## src/timer_pair_pkg.sv

```systemverilog
// Purpose: constants for the cascaded 8-bit timer pair block.
// Assumes: AXI4-Lite register access, 32-bit data, 8-bit registers.
// Notes: channels 0/1 form pair 0, channels 2/3 form pair 1.
//
// Overview of operation
// - clock select 100 in either channel of a pair cascades the pair.
// - upper select 100: one 16-bit counter, upper channel high byte.
// - same cascade for channels 2 (high byte) and 3 (low byte).
// - 16-bit mode: upper flag on 16-bit match, lower on low-byte match.
// - 16-bit mode: upper pin on 16-bit match, lower pin on byte match.
// - 16-bit capture sets match-B flags of both channels together.
// - 16-bit capture loads full count into both match-B registers.
// - 16-bit capture edge chosen by upper channel B-level bits only.
// - 16-bit clear uses upper clear select; lower byte never clears alone.
// - upper wrap flag sets when 16-bit count rolls FFFF to 0000.
// - lower wrap flag sets when its own byte rolls FF to 00.
// - lower select 100: lower counts upper channel match-A events.
// - compare-match count mode: each channel uses only its own settings.
// - both channels selecting 100 stops both counters.
// - 8-bit capture copies counter to match-B on chosen edge.
// - three gated interrupt sources per channel, separate request lines.
// - source priority: match-A, then match-B, then wrap.
// - shared vectors: ch1 A/B, ch3 A/B, wrap of 0/1, wrap of 2/3.
// - flag clears only by read-while-1 then write 0; writing 1 no effect.
// - capture edge code: 00 rising, 01 falling, 10 both, 11 none.
// - same-cycle matches: toggle over 1 over 0 over no change.
package timer_pair_pkg;
	localparam int NUM_CH = 4;
	// register indices within one channel window, four bytes apart
	localparam logic [2:0] IDX_CTRL = 3'h0;
	localparam logic [2:0] IDX_STATUS = 3'h1;
	localparam logic [2:0] IDX_COUNT = 3'h2;
	localparam logic [2:0] IDX_MATCH_A = 3'h3;
	localparam logic [2:0] IDX_MATCH_B = 3'h4;
	localparam logic [7:0] CH_STRIDE = 8'h20;
	// control register fields
	localparam int CTRL_IE_B = 7;
	localparam int CTRL_IE_A = 6;
	localparam int CTRL_IE_WRAP = 5;
	localparam int CTRL_CLR_LO = 3;
	localparam int CTRL_CKS_LO = 0;
	// status register fields
	localparam int ST_FLAG_LO = 5;
	localparam int ST_CAP_EN = 4;
	localparam int ST_BSEL_LO = 2;
	localparam int ST_ASEL_LO = 0;
	// clock select codes
	localparam logic [2:0] CKS_DIV8 = 3'h1;
	localparam logic [2:0] CKS_DIV64 = 3'h2;
	localparam logic [2:0] CKS_DIV8192 = 3'h3;
	localparam logic [2:0] CKS_CASCADE = 3'h4;
	// clear select codes
	localparam logic [1:0] CLR_MATCH_A = 2'h1;
	localparam logic [1:0] CLR_MATCH_B = 2'h2;
	localparam logic [1:0] CLR_CAPTURE = 2'h3;
	// capture edge codes
	localparam logic [1:0] EDGE_RISE = 2'h0;
	localparam logic [1:0] EDGE_FALL = 2'h1;
	localparam logic [1:0] EDGE_BOTH = 2'h2;
	// output actions, numeric order equals priority
	localparam logic [1:0] ACT_DRIVE0 = 2'h1;
	localparam logic [1:0] ACT_DRIVE1 = 2'h2;
	localparam logic [1:0] ACT_TOGGLE = 2'h3;
	// reset values
	localparam logic [7:0] RST_COUNT = 8'h00;
	localparam logic [7:0] RST_MATCH = 8'hFF;
	localparam logic [7:0] RST_CTRL = 8'h00;
	localparam logic [7:0] BYTE_MAX = 8'hFF;
	// prescaler taps, divide ratios minus one
	localparam logic [12:0] PRE_DIV8 = 13'h0007;
	localparam logic [12:0] PRE_DIV64 = 13'h003F;
	localparam logic [12:0] PRE_DIV8192 = 13'h1FFF;
	// top pending source codes
	localparam logic [1:0] TOP_NONE = 2'h0;
	localparam logic [1:0] TOP_A = 2'h1;
	localparam logic [1:0] TOP_B = 2'h2;
	localparam logic [1:0] TOP_WRAP = 2'h3;
	localparam logic [1:0] RESP_OKAY = 2'h0;
	localparam logic [1:0] RESP_SLVERR = 2'h2;
endpackage

```

## src/timer_pair.sv

```systemverilog
// Purpose: four 8-bit up-counters in two cascadable pairs, AXI4-Lite regs.
// Assumes: pins synchronous to clk_i; srst_i synchronous active high.
// Notes: odd channels own the two-way capture/compare pins.
//
// The register addresses and the AXI4-Lite interface to the registers were chosen for this implementation.
`timescale 1ns/1ns
module timer_pair (
	input wire logic clk_i,
	input wire logic srst_i,
	input wire logic [7:0] s_axi_awaddr,
	input wire logic s_axi_awvalid,
	output logic s_axi_awready,
	input wire logic [31:0] s_axi_wdata,
	input wire logic [3:0] s_axi_wstrb,
	input wire logic s_axi_wvalid,
	output logic s_axi_wready,
	output logic [1:0] s_axi_bresp,
	output logic s_axi_bvalid,
	input wire logic s_axi_bready,
	input wire logic [7:0] s_axi_araddr,
	input wire logic s_axi_arvalid,
	output logic s_axi_arready,
	output logic [31:0] s_axi_rdata,
	output logic [1:0] s_axi_rresp,
	output logic s_axi_rvalid,
	input wire logic s_axi_rready,
	output logic [1:0] compare_out_pin_o,
	input wire logic [1:0] capture_io_pin_i,
	output logic [1:0] capture_io_pin_o,
	output logic [1:0] capture_io_oe_n_o,
	output logic [3:0] match_a_irq_o,
	output logic [3:0] match_b_irq_o,
	output logic [3:0] wrap_irq_o,
	output logic [1:0] shared_ab_irq_o,
	output logic [1:0] wrap_interrupt_o,
	output logic [7:0] irq_top_o
);
	logic [7:0] ctrl_reg [4];
	logic [4:0] cfg_reg [4];
	logic [2:0] flag_reg [4];
	logic [2:0] arm_reg [4];
	logic [7:0] cnt_reg [4];
	logic [7:0] ma_reg [4];
	logic [7:0] mb_reg [4];
	logic [3:0] pin_reg;
	logic [1:0] cap_prev_reg;
	logic [12:0] pre_reg;
	logic [3:0] tick, mat_a, mat_b, clr, ovf, cap;
	logic [7:0] cap_val [4];
	logic [1:0] casc16, cmc;
	logic aw_held_reg, w_held_reg;
	logic [7:0] awaddr_reg;
	logic [7:0] wdata_reg;
	logic wstrb0_reg;
	logic wr_fire, wr_ok, rd_ok;
	logic [1:0] wr_ch;
	logic [2:0] wr_idx;
	logic [3:0] wr_sel [5];
	logic [7:0] rd_byte;

	// free-running prescaler shared by all channels
	always_ff @(posedge clk_i) begin
		if (srst_i) begin
			pre_reg <= 13'h0000;
		end else begin
			pre_reg <= pre_reg + 13'h0001;
		end
	end

	function automatic logic pre_en(input logic [2:0] cks,
		input logic [12:0] pre);
		case (cks)
			timer_pair_pkg::CKS_DIV8: pre_en =
				((pre & timer_pair_pkg::PRE_DIV8) ==
				timer_pair_pkg::PRE_DIV8);
			timer_pair_pkg::CKS_DIV64: pre_en =
				((pre & timer_pair_pkg::PRE_DIV64) ==
				timer_pair_pkg::PRE_DIV64);
			timer_pair_pkg::CKS_DIV8192: pre_en =
				(pre == timer_pair_pkg::PRE_DIV8192);
			default: pre_en = 1'b0;
		endcase
	endfunction

	function automatic logic edge_hit(input logic [1:0] sel,
		input logic now, input logic prev);
		case (sel)
			timer_pair_pkg::EDGE_RISE: edge_hit = now & ~prev;
			timer_pair_pkg::EDGE_FALL: edge_hit = ~now & prev;
			timer_pair_pkg::EDGE_BOTH: edge_hit = now ^ prev;
			default: edge_hit = 1'b0; // unused code
		endcase
	endfunction

	// pair-level event logic: ticks, matches, clears, wraps, captures
	always_comb begin
		logic [2:0] cu, cl;
		logic capture_enable, ev, tl, tu, m16a, m16b, c16;
		logic [1:0] esel, cclr;
		cu = 3'h0;
		cl = 3'h0;
		capture_enable = 1'b0;
		ev = 1'b0;
		tl = 1'b0;
		tu = 1'b0;
		m16a = 1'b0;
		m16b = 1'b0;
		c16 = 1'b0;
		esel = 2'h0;
		cclr = 2'h0;
		tick = 4'h0;
		mat_a = 4'h0;
		mat_b = 4'h0;
		clr = 4'h0;
		ovf = 4'h0;
		cap = 4'h0;
		casc16 = 2'h0;
		cmc = 2'h0;
		for (int k = 0; k < 2; k++) begin
			cap_val[2*k] = cnt_reg[2*k];
			cap_val[2*k+1] = cnt_reg[2*k+1];
			cu = ctrl_reg[2*k][2:0];
			cl = ctrl_reg[2*k+1][2:0];
			// both at 100 leaves neither mode: no clock at all
			casc16[k] = (cu == timer_pair_pkg::CKS_CASCADE) &&
				(cl != timer_pair_pkg::CKS_CASCADE);
			cmc[k] = (cl == timer_pair_pkg::CKS_CASCADE) &&
				(cu != timer_pair_pkg::CKS_CASCADE);
			capture_enable = cfg_reg[2*k+1][timer_pair_pkg::ST_CAP_EN];
			// edge from upper bits in 16-bit mode, lower bits ignored
			esel = casc16[k] ? cfg_reg[2*k][3:2] :
				cfg_reg[2*k+1][3:2];
			ev = capture_enable && edge_hit(esel, capture_io_pin_i[k],
				cap_prev_reg[k]);
			if (casc16[k]) begin
				tl = pre_en(cl, pre_reg);
				tu = tl && (cnt_reg[2*k+1] == timer_pair_pkg::BYTE_MAX);
				m16a = tl && ({cnt_reg[2*k], cnt_reg[2*k+1]} ==
					{ma_reg[2*k], ma_reg[2*k+1]});
				m16b = tl && !capture_enable && ({cnt_reg[2*k], cnt_reg[2*k+1]} ==
					{mb_reg[2*k], mb_reg[2*k+1]});
				cclr = ctrl_reg[2*k][4:3];
				c16 = (cclr == timer_pair_pkg::CLR_MATCH_A && m16a) ||
					(cclr == timer_pair_pkg::CLR_MATCH_B && m16b) ||
					(cclr == timer_pair_pkg::CLR_CAPTURE && ev);
				tick[2*k] = tu;
				tick[2*k+1] = tl;
				mat_a[2*k] = m16a;
				mat_b[2*k] = m16b;
				mat_a[2*k+1] = tl && (cnt_reg[2*k+1] == ma_reg[2*k+1]);
				mat_b[2*k+1] = tl && !capture_enable &&
					(cnt_reg[2*k+1] == mb_reg[2*k+1]);
				clr[2*k] = c16;
				clr[2*k+1] = c16; // lower byte never clears alone
				ovf[2*k] = tu && !c16 &&
					(cnt_reg[2*k] == timer_pair_pkg::BYTE_MAX);
				ovf[2*k+1] = tl && !c16 &&
					(cnt_reg[2*k+1] == timer_pair_pkg::BYTE_MAX);
				cap[2*k] = ev; // both flags together
				cap[2*k+1] = ev;
			end else begin
				// independent channels, own settings only
				tick[2*k] = pre_en(cu, pre_reg);
				mat_a[2*k] = tick[2*k] && (cnt_reg[2*k] == ma_reg[2*k]);
				mat_b[2*k] = tick[2*k] && (cnt_reg[2*k] == mb_reg[2*k]);
				tick[2*k+1] = cmc[k] ? mat_a[2*k] :
					pre_en(cl, pre_reg);
				mat_a[2*k+1] = tick[2*k+1] &&
					(cnt_reg[2*k+1] == ma_reg[2*k+1]);
				mat_b[2*k+1] = tick[2*k+1] && !capture_enable &&
					(cnt_reg[2*k+1] == mb_reg[2*k+1]);
				cap[2*k+1] = ev;
				for (int j = 0; j < 2; j++) begin
					cclr = ctrl_reg[2*k+j][4:3];
					clr[2*k+j] =
						(cclr == timer_pair_pkg::CLR_MATCH_A &&
						mat_a[2*k+j]) ||
						(cclr == timer_pair_pkg::CLR_MATCH_B &&
						mat_b[2*k+j]) ||
						(cclr == timer_pair_pkg::CLR_CAPTURE &&
						cap[2*k+j]);
					ovf[2*k+j] = tick[2*k+j] && !clr[2*k+j] &&
						(cnt_reg[2*k+j] == timer_pair_pkg::BYTE_MAX);
				end
			end
		end
	end

	// capture pin history for edge detection
	always_ff @(posedge clk_i) begin
		if (srst_i) begin
			cap_prev_reg <= 2'h0;
		end else begin
			cap_prev_reg <= capture_io_pin_i;
		end
	end

	// write decode: a write fires once both halves have been taken
	assign wr_fire = aw_held_reg && w_held_reg && !s_axi_bvalid;
	assign wr_ch = awaddr_reg[6:5];
	assign wr_idx = awaddr_reg[4:2];
	assign wr_ok = !awaddr_reg[7] && (wr_idx <= timer_pair_pkg::IDX_MATCH_B);
	assign rd_ok = !s_axi_araddr[7] &&
		(s_axi_araddr[4:2] <= timer_pair_pkg::IDX_MATCH_B);
	always_comb begin
		for (int r = 0; r < 5; r++) begin
			wr_sel[r] = 4'h0;
			for (int c = 0; c < 4; c++) begin
				wr_sel[r][c] = wr_fire && wr_ok && wstrb0_reg &&
					(wr_ch == 2'(c)) && (wr_idx == 3'(r));
			end
		end
	end

	// write address and data channels, taken in either order
	always_ff @(posedge clk_i) begin
		if (srst_i) begin
			aw_held_reg <= 1'b0;
			w_held_reg <= 1'b0;
			awaddr_reg <= 8'h00;
			wdata_reg <= 8'h00;
			wstrb0_reg <= 1'b0;
			s_axi_awready <= 1'b0;
			s_axi_wready <= 1'b0;
			s_axi_bvalid <= 1'b0;
			s_axi_bresp <= timer_pair_pkg::RESP_OKAY;
		end else begin
			s_axi_awready <= !aw_held_reg && !s_axi_awready &&
				s_axi_awvalid;
			s_axi_wready <= !w_held_reg && !s_axi_wready && s_axi_wvalid;
			if (s_axi_awvalid && s_axi_awready) begin
				aw_held_reg <= 1'b1;
				awaddr_reg <= s_axi_awaddr;
			end
			if (s_axi_wvalid && s_axi_wready) begin
				w_held_reg <= 1'b1;
				wdata_reg <= s_axi_wdata[7:0];
				wstrb0_reg <= s_axi_wstrb[0];
			end
			if (wr_fire) begin
				s_axi_bvalid <= 1'b1;
				s_axi_bresp <= wr_ok ? timer_pair_pkg::RESP_OKAY :
					timer_pair_pkg::RESP_SLVERR;
			end else if (s_axi_bvalid && s_axi_bready) begin
				s_axi_bvalid <= 1'b0;
				aw_held_reg <= 1'b0;
				w_held_reg <= 1'b0;
			end
		end
	end

	// read mux, upper bits of the word read as zero
	always_comb begin
		logic [1:0] c;
		c = s_axi_araddr[6:5];
		case (s_axi_araddr[4:2])
			timer_pair_pkg::IDX_CTRL: rd_byte = ctrl_reg[c];
			timer_pair_pkg::IDX_STATUS: rd_byte = {flag_reg[c], cfg_reg[c]};
			timer_pair_pkg::IDX_COUNT: rd_byte = cnt_reg[c];
			timer_pair_pkg::IDX_MATCH_A: rd_byte = ma_reg[c];
			timer_pair_pkg::IDX_MATCH_B: rd_byte = mb_reg[c];
			default: rd_byte = 8'h00;
		endcase
	end

	// read channel: one cycle from address acceptance to data
	always_ff @(posedge clk_i) begin
		if (srst_i) begin
			s_axi_arready <= 1'b0;
			s_axi_rvalid <= 1'b0;
			s_axi_rdata <= 32'h00000000;
			s_axi_rresp <= timer_pair_pkg::RESP_OKAY;
		end else begin
			s_axi_arready <= !s_axi_rvalid && !s_axi_arready &&
				s_axi_arvalid;
			if (s_axi_arvalid && s_axi_arready) begin
				s_axi_rvalid <= 1'b1;
				s_axi_rdata <= {24'h000000, rd_ok ? rd_byte : 8'h00};
				s_axi_rresp <= rd_ok ? timer_pair_pkg::RESP_OKAY :
					timer_pair_pkg::RESP_SLVERR;
			end else if (s_axi_rvalid && s_axi_rready) begin
				s_axi_rvalid <= 1'b0;
			end
		end
	end

	// per-channel registers, flags and pins
	for (genvar ch = 0; ch < 4; ch++) begin : g_ch
		logic rd_status;
		logic [2:0] set_v, clr_v;
		logic [1:0] act_a, act_b, act;
		assign rd_status = s_axi_arvalid && s_axi_arready && rd_ok &&
			(s_axi_araddr[6:5] == 2'(ch)) &&
			(s_axi_araddr[4:2] == timer_pair_pkg::IDX_STATUS);
		assign set_v = {mat_b[ch] | cap[ch], mat_a[ch], ovf[ch]};
		// only bits armed by an earlier read and written as 0 clear
		assign clr_v = wr_sel[timer_pair_pkg::IDX_STATUS][ch] ?
			(arm_reg[ch] & ~wdata_reg[7:5]) : 3'h0;

		// settings written by software steer the counting logic
		always_ff @(posedge clk_i) begin
			if (srst_i) begin
				ctrl_reg[ch] <= timer_pair_pkg::RST_CTRL;
				cfg_reg[ch] <= 5'h00;
				ma_reg[ch] <= timer_pair_pkg::RST_MATCH;
			end else begin
				if (wr_sel[timer_pair_pkg::IDX_CTRL][ch]) begin
					ctrl_reg[ch] <= wdata_reg;
				end
				if (wr_sel[timer_pair_pkg::IDX_STATUS][ch]) begin
					cfg_reg[ch] <= wdata_reg[4:0];
				end
				if (wr_sel[timer_pair_pkg::IDX_MATCH_A][ch]) begin
					ma_reg[ch] <= wdata_reg;
				end
			end
		end

		// counter: write beats clear, clear beats increment
		always_ff @(posedge clk_i) begin
			if (srst_i) begin
				cnt_reg[ch] <= timer_pair_pkg::RST_COUNT;
			end else if (wr_sel[timer_pair_pkg::IDX_COUNT][ch]) begin
				cnt_reg[ch] <= wdata_reg;
			end else if (clr[ch]) begin
				cnt_reg[ch] <= timer_pair_pkg::RST_COUNT;
			end else if (tick[ch]) begin
				cnt_reg[ch] <= cnt_reg[ch] + 8'h01;
			end
		end

		// match-B register, capture wins over a software write
		always_ff @(posedge clk_i) begin
			if (srst_i) begin
				mb_reg[ch] <= timer_pair_pkg::RST_MATCH;
			end else if (cap[ch]) begin
				mb_reg[ch] <= cap_val[ch];
			end else if (wr_sel[timer_pair_pkg::IDX_MATCH_B][ch]) begin
				mb_reg[ch] <= wdata_reg;
			end
		end

		// sticky flags: a set in the clearing cycle survives
		always_ff @(posedge clk_i) begin
			if (srst_i) begin
				flag_reg[ch] <= 3'h0;
				arm_reg[ch] <= 3'h0;
			end else begin
				flag_reg[ch] <= set_v | (flag_reg[ch] & ~clr_v);
				if (wr_sel[timer_pair_pkg::IDX_STATUS][ch]) begin
					arm_reg[ch] <= 3'h0;
				end else if (rd_status) begin
					arm_reg[ch] <= arm_reg[ch] | flag_reg[ch];
				end
			end
		end

		// pin action, higher code wins when A and B coincide
		assign act_a = mat_a[ch] ? cfg_reg[ch][1:0] : 2'h0;
		assign act_b = mat_b[ch] ? cfg_reg[ch][3:2] : 2'h0;
		assign act = (act_a > act_b) ? act_a : act_b;
		always_ff @(posedge clk_i) begin
			if (srst_i) begin
				pin_reg[ch] <= 1'b0;
			end else begin
				case (act)
					timer_pair_pkg::ACT_DRIVE0: pin_reg[ch] <= 1'b0;
					timer_pair_pkg::ACT_DRIVE1: pin_reg[ch] <= 1'b1;
					timer_pair_pkg::ACT_TOGGLE: pin_reg[ch] <= ~pin_reg[ch];
					default: pin_reg[ch] <= pin_reg[ch];
				endcase
			end
		end

		// requests follow flag and enable one cycle later
		always_ff @(posedge clk_i) begin
			if (srst_i) begin
				match_a_irq_o[ch] <= 1'b0;
				match_b_irq_o[ch] <= 1'b0;
				wrap_irq_o[ch] <= 1'b0;
				irq_top_o[2*ch+1:2*ch] <= timer_pair_pkg::TOP_NONE;
			end else begin
				match_a_irq_o[ch] <= flag_reg[ch][1] &&
					ctrl_reg[ch][timer_pair_pkg::CTRL_IE_A];
				match_b_irq_o[ch] <= flag_reg[ch][2] &&
					ctrl_reg[ch][timer_pair_pkg::CTRL_IE_B];
				wrap_irq_o[ch] <= flag_reg[ch][0] &&
					ctrl_reg[ch][timer_pair_pkg::CTRL_IE_WRAP];
				if (flag_reg[ch][1] &&
					ctrl_reg[ch][timer_pair_pkg::CTRL_IE_A]) begin
					irq_top_o[2*ch+1:2*ch] <= timer_pair_pkg::TOP_A;
				end else if (flag_reg[ch][2] &&
					ctrl_reg[ch][timer_pair_pkg::CTRL_IE_B]) begin
					irq_top_o[2*ch+1:2*ch] <= timer_pair_pkg::TOP_B;
				end else if (flag_reg[ch][0] &&
					ctrl_reg[ch][timer_pair_pkg::CTRL_IE_WRAP]) begin
					irq_top_o[2*ch+1:2*ch] <= timer_pair_pkg::TOP_WRAP;
				end else begin
					irq_top_o[2*ch+1:2*ch] <= timer_pair_pkg::TOP_NONE;
				end
			end
		end
	end

	// pins and shared vectors per pair
	for (genvar k = 0; k < 2; k++) begin : g_pair
		always_ff @(posedge clk_i) begin
			if (srst_i) begin
				compare_out_pin_o[k] <= 1'b0;
				capture_io_pin_o[k] <= 1'b0;
				capture_io_oe_n_o[k] <= 1'b0;
				shared_ab_irq_o[k] <= 1'b0;
				wrap_interrupt_o[k] <= 1'b0;
			end else begin
				compare_out_pin_o[k] <= pin_reg[2*k];
				capture_io_pin_o[k] <= pin_reg[2*k+1];
				// pin turns to input while capture is enabled
				capture_io_oe_n_o[k] <=
					cfg_reg[2*k+1][timer_pair_pkg::ST_CAP_EN];
				shared_ab_irq_o[k] <= (flag_reg[2*k+1][1] &&
					ctrl_reg[2*k+1][timer_pair_pkg::CTRL_IE_A]) ||
					(flag_reg[2*k+1][2] &&
					ctrl_reg[2*k+1][timer_pair_pkg::CTRL_IE_B]);
				wrap_interrupt_o[k] <= (flag_reg[2*k][0] &&
					ctrl_reg[2*k][timer_pair_pkg::CTRL_IE_WRAP]) ||
					(flag_reg[2*k+1][0] &&
					ctrl_reg[2*k+1][timer_pair_pkg::CTRL_IE_WRAP]);
			end
		end

		a_stop_both: assert property (@(posedge clk_i)
			disable iff (srst_i)
			(ctrl_reg[2*k][2:0] == timer_pair_pkg::CKS_CASCADE &&
			ctrl_reg[2*k+1][2:0] == timer_pair_pkg::CKS_CASCADE)
			|-> (tick[2*k] == 1'b0 && tick[2*k+1] == 1'b0))
			else $error("counter ticked with both selects at cascade");
		a_cap_full16: assert property (@(posedge clk_i)
			disable iff (srst_i)
			(casc16[k] && cap[2*k+1]) |=> ({mb_reg[2*k], mb_reg[2*k+1]} ==
			$past({cnt_reg[2*k], cnt_reg[2*k+1]})) &&
			flag_reg[2*k][2] && flag_reg[2*k+1][2])
			else $error("16-bit capture did not load both bytes");
		a_clear_both16: assert property (@(posedge clk_i)
			disable iff (srst_i)
			(casc16[k] && clr[2*k] && !wr_sel[timer_pair_pkg::IDX_COUNT][2*k]
			&& !wr_sel[timer_pair_pkg::IDX_COUNT][2*k+1])
			|=> (cnt_reg[2*k] == 8'h00 && cnt_reg[2*k+1] == 8'h00))
			else $error("16-bit clear left a byte set");
		a_wrap16: assert property (@(posedge clk_i)
			disable iff (srst_i)
			(casc16[k] && tick[2*k+1] && !clr[2*k] &&
			cnt_reg[2*k] == 8'hFF && cnt_reg[2*k+1] == 8'hFF)
			|=> flag_reg[2*k][0] && flag_reg[2*k+1][0])
			else $error("16-bit rollover missed a wrap flag");
		a_cmc_count: assert property (@(posedge clk_i)
			disable iff (srst_i)
			(cmc[k] && mat_a[2*k] && !clr[2*k+1] &&
			!wr_sel[timer_pair_pkg::IDX_COUNT][2*k+1])
			|=> cnt_reg[2*k+1] == $past(cnt_reg[2*k+1]) + 8'h01)
			else $error("lower channel missed a match-A count");
		a_cap8_copy: assert property (@(posedge clk_i)
			disable iff (srst_i)
			(!casc16[k] && cap[2*k+1]) |=> mb_reg[2*k+1] ==
			$past(cnt_reg[2*k+1]) && flag_reg[2*k+1][2])
			else $error("8-bit capture did not copy the counter");
		a_shared_ab: assert property (@(posedge clk_i)
			disable iff (srst_i)
			(match_a_irq_o[2*k+1] || match_b_irq_o[2*k+1])
			== shared_ab_irq_o[k])
			else $error("shared match vector disagrees with its sources");
		c_mode16: cover property (@(posedge clk_i) casc16[k] && cap[2*k]);
		c_modecmc: cover property (@(posedge clk_i) cmc[k] && tick[2*k+1]);
	end

	// channel 2 is checked here; the bench enables match-A requests on channels 2 and 3
	a_irq_follow: assert property (@(posedge clk_i)
		disable iff (srst_i)
		(flag_reg[2][1] && ctrl_reg[2][timer_pair_pkg::CTRL_IE_A])
		|=> match_a_irq_o[2])
		else $error("match-A request did not follow flag and enable");
	a_irq_drop: assert property (@(posedge clk_i)
		disable iff (srst_i)
		!flag_reg[2][1] |=> !match_a_irq_o[2])
		else $error("match-A request stayed up after its flag cleared");
	a_write1_keeps: assert property (@(posedge clk_i)
		disable iff (srst_i)
		(flag_reg[0][0] && wr_sel[timer_pair_pkg::IDX_STATUS][0] &&
		wdata_reg[timer_pair_pkg::ST_FLAG_LO]) |=> flag_reg[0][0])
		else $error("writing one cleared a flag");
	a_pin_toggle: assert property (@(posedge clk_i)
		disable iff (srst_i)
		(mat_a[3] && cfg_reg[3][1:0] == timer_pair_pkg::ACT_TOGGLE)
		|=> pin_reg[3] != $past(pin_reg[3]))
		else $error("toggle action lost to a lower one");
	c_clear_flag: cover property (@(posedge clk_i)
		arm_reg[0][1] ##1 !flag_reg[0][1]);
endmodule

```

## config.mk

```make
export PLATFORM = sky130hd
export DESIGN_NAME = timer_pair
export DESIGN_NICKNAME = d
export VERILOG_FILES = /design/src/timer_pair_pkg.sv /design/src/timer_pair.sv
export SDC_FILE = /design/constraint.sdc
export NUM_CORES = 1
export LEC_CHECK = 0
export BUFFER_PORTS_ARGS = -buffer_cell sky130_fd_sc_hd__buf_2
export CORE_MARGIN = 3
export CORE_UTILIZATION = 50
export DETAILED_ROUTE_END_ITERATION = 7
export HOLD_SLACK_MARGIN = 0.15
export PLACE_DENSITY = 0.69
export SETUP_SLACK_MARGIN = 0.02
export SLEW_MARGIN = 20
export SYNTH_ARGS = -nofsm -noshare
export SYNTH_HDL_FRONTEND = slang
export SYNTH_SLANG_ARGS = --single-unit
```

## constraint.sdc

```tcl
create_clock -name clk_i -period 5.4 [get_ports clk_i]
set_input_delay 1.35 -clock clk_i [delete_from_list [all_inputs] [get_ports clk_i]]
set_output_delay 1.35 -clock clk_i [all_outputs]
set_load 0.03 [all_outputs]
```

==> metrics.md <==
| Metric | Value |
|---|---|
| Worst Hold Class | reg2reg |
| Worst vdd ir | ~0.0003 V |
| Final instance area | between 0.015 and 0.02 mm² |
| Max-slew violations | 0 |
| Vias in the first global route | roughly 9700 |
| Hold_ws | 0.448 ns |
| N_diodes | 0 |
| DR DRC count | 0 |
| Post-CTS resize count | 0 |
| Die ar. | roughly 0.029 mm² |
| Run status | completed |
| Share of cells above drive strength 1 | 0.167 |
| Iteration-0 DRC Markers | ~1200 |
| Initial antenna violation count | 0 |
| GPL Wtd Cong | around 0.96 |
| # hold bufs at CTS | 0 |
| DRT Pass-1 Iters | 5 |
| Final Core Density | 0.571 |
| Final number of hold-violating endpoints | 0 |
| WP buf/inv | 0 |
| Post-Syn Area | around 0.014 mm² |
| Yosys Warn Count | 0 |
| Max Cap Violations | 0 |
| Port bufs | between 70 and 80 |
| LEAKAGE | ~0.0053 µW |
| Worst Setup End Kind | register |
| Met1 Track Usage GR | 0.389 |
| Worst EP arrival | around 4.5 ns |
| Total Routing Usage GR | 0.267 |
| Crit-path cells | ha_1 > ha_1 > o21a_1 > a31oi_1 > a311oi_1 > a41oi_1 > nor2_1 > nand2_1 > ha_1 > nor2b_1 > o21ai_0 > a31oi_1 > o31a_1 |
| DRT Wirelength | slightly below 40000 µm |
| Commonest non-fill, non-tap cells in the layout | edfxtp_1, nand2_1, dfxtp_1, nor2_1, xor2_1 |
| Fmax | around 0.25 GHz |
| Worst-path clk slew | roughly 0.06 ns |
| H-tree depth | 1 |
| Tcrit/Tclk final | 0.746 |
| Fill count | between 2000 and 2500 |
| Largest net degree at the start of global routing | 56 |
| Gr busiest metal | met2 |
| Clk_lat worst skew | 0.55 ns |
| Final min period | approximately 4.0 ns |
| Worst Reg-to-Reg Cells | 13 |
| # clock sinks | roughly 250 |
| Worst reg2reg setup slack | between 1 and 1.5 ns |
| Crit-path max FO | 8 |
| Syn Area/Cell | around 11 µm² |
| Met2 GRT Util | 0.407 |
| Largest stage delay, worst path | 0.71 ns |
| Seq/Total Area, Yosys | 0.491 |
| Placed cell areas | 0.0141 mm² |
| Num CTS Buffers | 27 |
| Num rows | slightly below 60 |
| Commonest non-fill, non-tap cell in the layout | edfxtp_1 |
| CTS tree | yes |
| IO Pins | ~130 |
| Clock Skews | ~0.023 ns |
| WHS Path Cells | 1 |
| ANT nets after route | 0 |
| First-pass GRT wire length | 59100 µm |
| Starting density of the core | 0.515 |
| Cell count along the critical path | 13 |
| Worst-Margin Slew | between 0.9 and 1 ns |
| Ys async rst share | 0 |
| Vias/cell | 6.22 |
| Via count | approximately 10000 |
| Cell Pwr Density | a little under 300 mW/mm² |
| Cell with the largest stage delay on the worst path | a311oi_1 |
| Nets | 1392 |
| Die height | about 170 µm |
| Worst Path Class, Setup | reg2reg |
| Netlist cell types | 65 |
| Area Overhead vs Synth | 10.9% |
| Setup TNS | 0 ns |
| Slew HR | 0.346 |
| CORE AREA | roughly 0.026 mm² |
| Most common cell on crit path | ha_1 |
| Die X | between 150 and 200 µm |
| Met3 Use GR | 0.0531 |
| Startpoint Class | register |
| Post-CTS setup-driven buffer insertion count | 0 |
| Overall power | roughly 4400 µW |
| Final setup fails | 0 |
| Post-Syn Instances | between 1000 and 1500 |
| Max clock buf depth | 3 |
| Count of state elements after synthesis | approximately 250 |
| Worst Path Required | 5.82 ns |
| WL per Instance | approximately 24 µm |
| Ys flop type | edfxtp_1 |
| Detailed placer's ending HPWL | 28800 µm |
| Number of flops mapped to enable cells by yosys | 160 |
| Root Driver | clkbuf_16 |
| GRT overflow | 0 |
| Unrepaired setup endpoints after global routing | no |
| CP delay by family, top | compound AO/OA/AOI/OAI gates |
==> logic make-up (layout without fill, tap and decap cells) <==
kind of cell / after synthesis / in the layout / share of synthesized area
adder cells (fa/ha/maj): 22 / 22 / 0.0203
other: 1 / 26 / 0.000276
XOR/XNOR: 98 / 98 / 0.0632
AND/OR/NAND/NOR: 469 / 469 / 0.178
flip-flops: 253 / 253 / 0.491
AO/OA/AOI/OAI: 220 / 220 / 0.115
buffers and inverters: 159 / 191 / 0.0518
multiplexers: 51 / 51 / 0.0809
==> final cells by class <==
| class | instances | area (µm²) | area share |
|---|---|---|---|
| Clock buffer | 37 | 827 | 0.0549 |
| Multi-Input combinational cell | 886 | 6320 | 0.420 |
| Timing Repair Buffer | 90 | 505 | 0.0336 |
| Inverter | 51 | 191 | 0.0127 |
| Tap cell | 335 | 419 | 0.0278 |
| Clock inverter | 13 | 128 | 0.00847 |
| Sequential cell | 253 | 6670 | 0.443 |
==> cells in the mapped netlist (3+ instances only) <==
| cell | count | share of area |
|---|---|---|
| o21ai_0 | 24 | 0.0088 |
| a21o_1 | 6 | 0.0033 |
| a21oi_1 | 39 | 0.014 |
| o22ai_2 | 3 | 0.0028 |
| and2_1 | 38 | 0.018 |
| o32ai_1 | 10 | 0.0064 |
| a41oi_1 | 3 | 0.0019 |
| mux2i_1 | 4 | 0.0029 |
| o22ai_1 | 29 | 0.013 |
| a211oi_1 | 6 | 0.0033 |
| o21a_1 | 15 | 0.0083 |
| nor3_1 | 21 | 0.0077 |
| nor3b_1 | 6 | 0.0033 |
| nand3_1 | 47 | 0.017 |
| and3_1 | 47 | 0.022 |
| nand4_1 | 10 | 0.0046 |
| nand2b_1 | 24 | 0.011 |
| o31a_1 | 6 | 0.0039 |
| a211o_1 | 3 | 0.0019 |
| or3b_2 | 4 | 0.0026 |
| a311oi_1 | 4 | 0.0026 |
| xor2_1 | 76 | 0.049 |
| buf_1 | 13 | 0.0036 |
| nand3b_1 | 7 | 0.0039 |
| ha_1 | 22 | 0.020 |
| nor4b_1 | 5 | 0.0032 |
| a22oi_1 | 7 | 0.0039 |
| mux4_2 | 47 | 0.078 |
| clkbuf_1 | 62 | 0.017 |
| dfxtp_1 | 93 | 0.14 |
| or2_2 | 21 | 0.0097 |
| edfxtp_1 | 160 | 0.35 |
| nand2_1 | 110 | 0.030 |
| inv_1 | 51 | 0.014 |
| buf_4 | 26 | 0.014 |
| nor4_1 | 16 | 0.0074 |
| xnor2_1 | 22 | 0.014 |
| nand4b_1 | 3 | 0.0019 |
| a31oi_1 | 14 | 0.0064 |
| nor2_1 | 89 | 0.025 |
| buf_2 | 6 | 0.0022 |
| o22a_1 | 32 | 0.021 |
| nor2b_1 | 14 | 0.0064 |
==> power by group <==
part | internal (µW) | switching (µW)
sequential | 2090 | 70.7
combinational | 107 | 191
clock | 1170 | 793
total | 3370 | 1050
==> path summary, 6_finish.rpt <==
path                                                 end                       from
worst min register to register  s_axi_arready$_SDFF_PP0_  s_axi_rvalid$_SDFFE_PP0P_
worst min-delay path            s_axi_arready$_SDFF_PP0_  s_axi_rvalid$_SDFFE_PP0P_
worst max-delay path             pin_reg[1]$_SDFFE_PP0P_      pre_reg[0]$_SDFF_PP0_
worst max register to register   pin_reg[1]$_SDFFE_PP0P_      pre_reg[0]$_SDFF_PP0_
==> layer usage <==
layer,share of wire,vias to the layer above,wire length (µm)
li1,-,4670,-
met2,0.44,617,17400
met5,0,-,0
met1,0.41,4988,16000
met3,0.11,89,4510
met4,0.033,0,1280
==> stage by stage <==
stage,cells,setup WS (ns)
6_report,1665,1.37
5_1_grt,1665,0.980
4_1_cts,1665,1.41
3_5_place_dp,1615,1.46
3_3_place_gp,1615,1.52
2_1_floorplan,1298,1.74
==> worst reg2reg max path: stages (launching register included) <==
cell and delay [ns]:
dfxtp_1 0.39, ha_1 0.37, ha_1 0.30, o21a_1 0.13, a31oi_1 0.04, a311oi_1 0.71
a41oi_1 0.49, nor2_1 0.31, nand2_1 0.13, ha_1 0.30, nor2b_1 0.13, o21ai_0 0.24
a31oi_1 0.14, o31a_1 0.25
(Power assumes the default switching activity.)
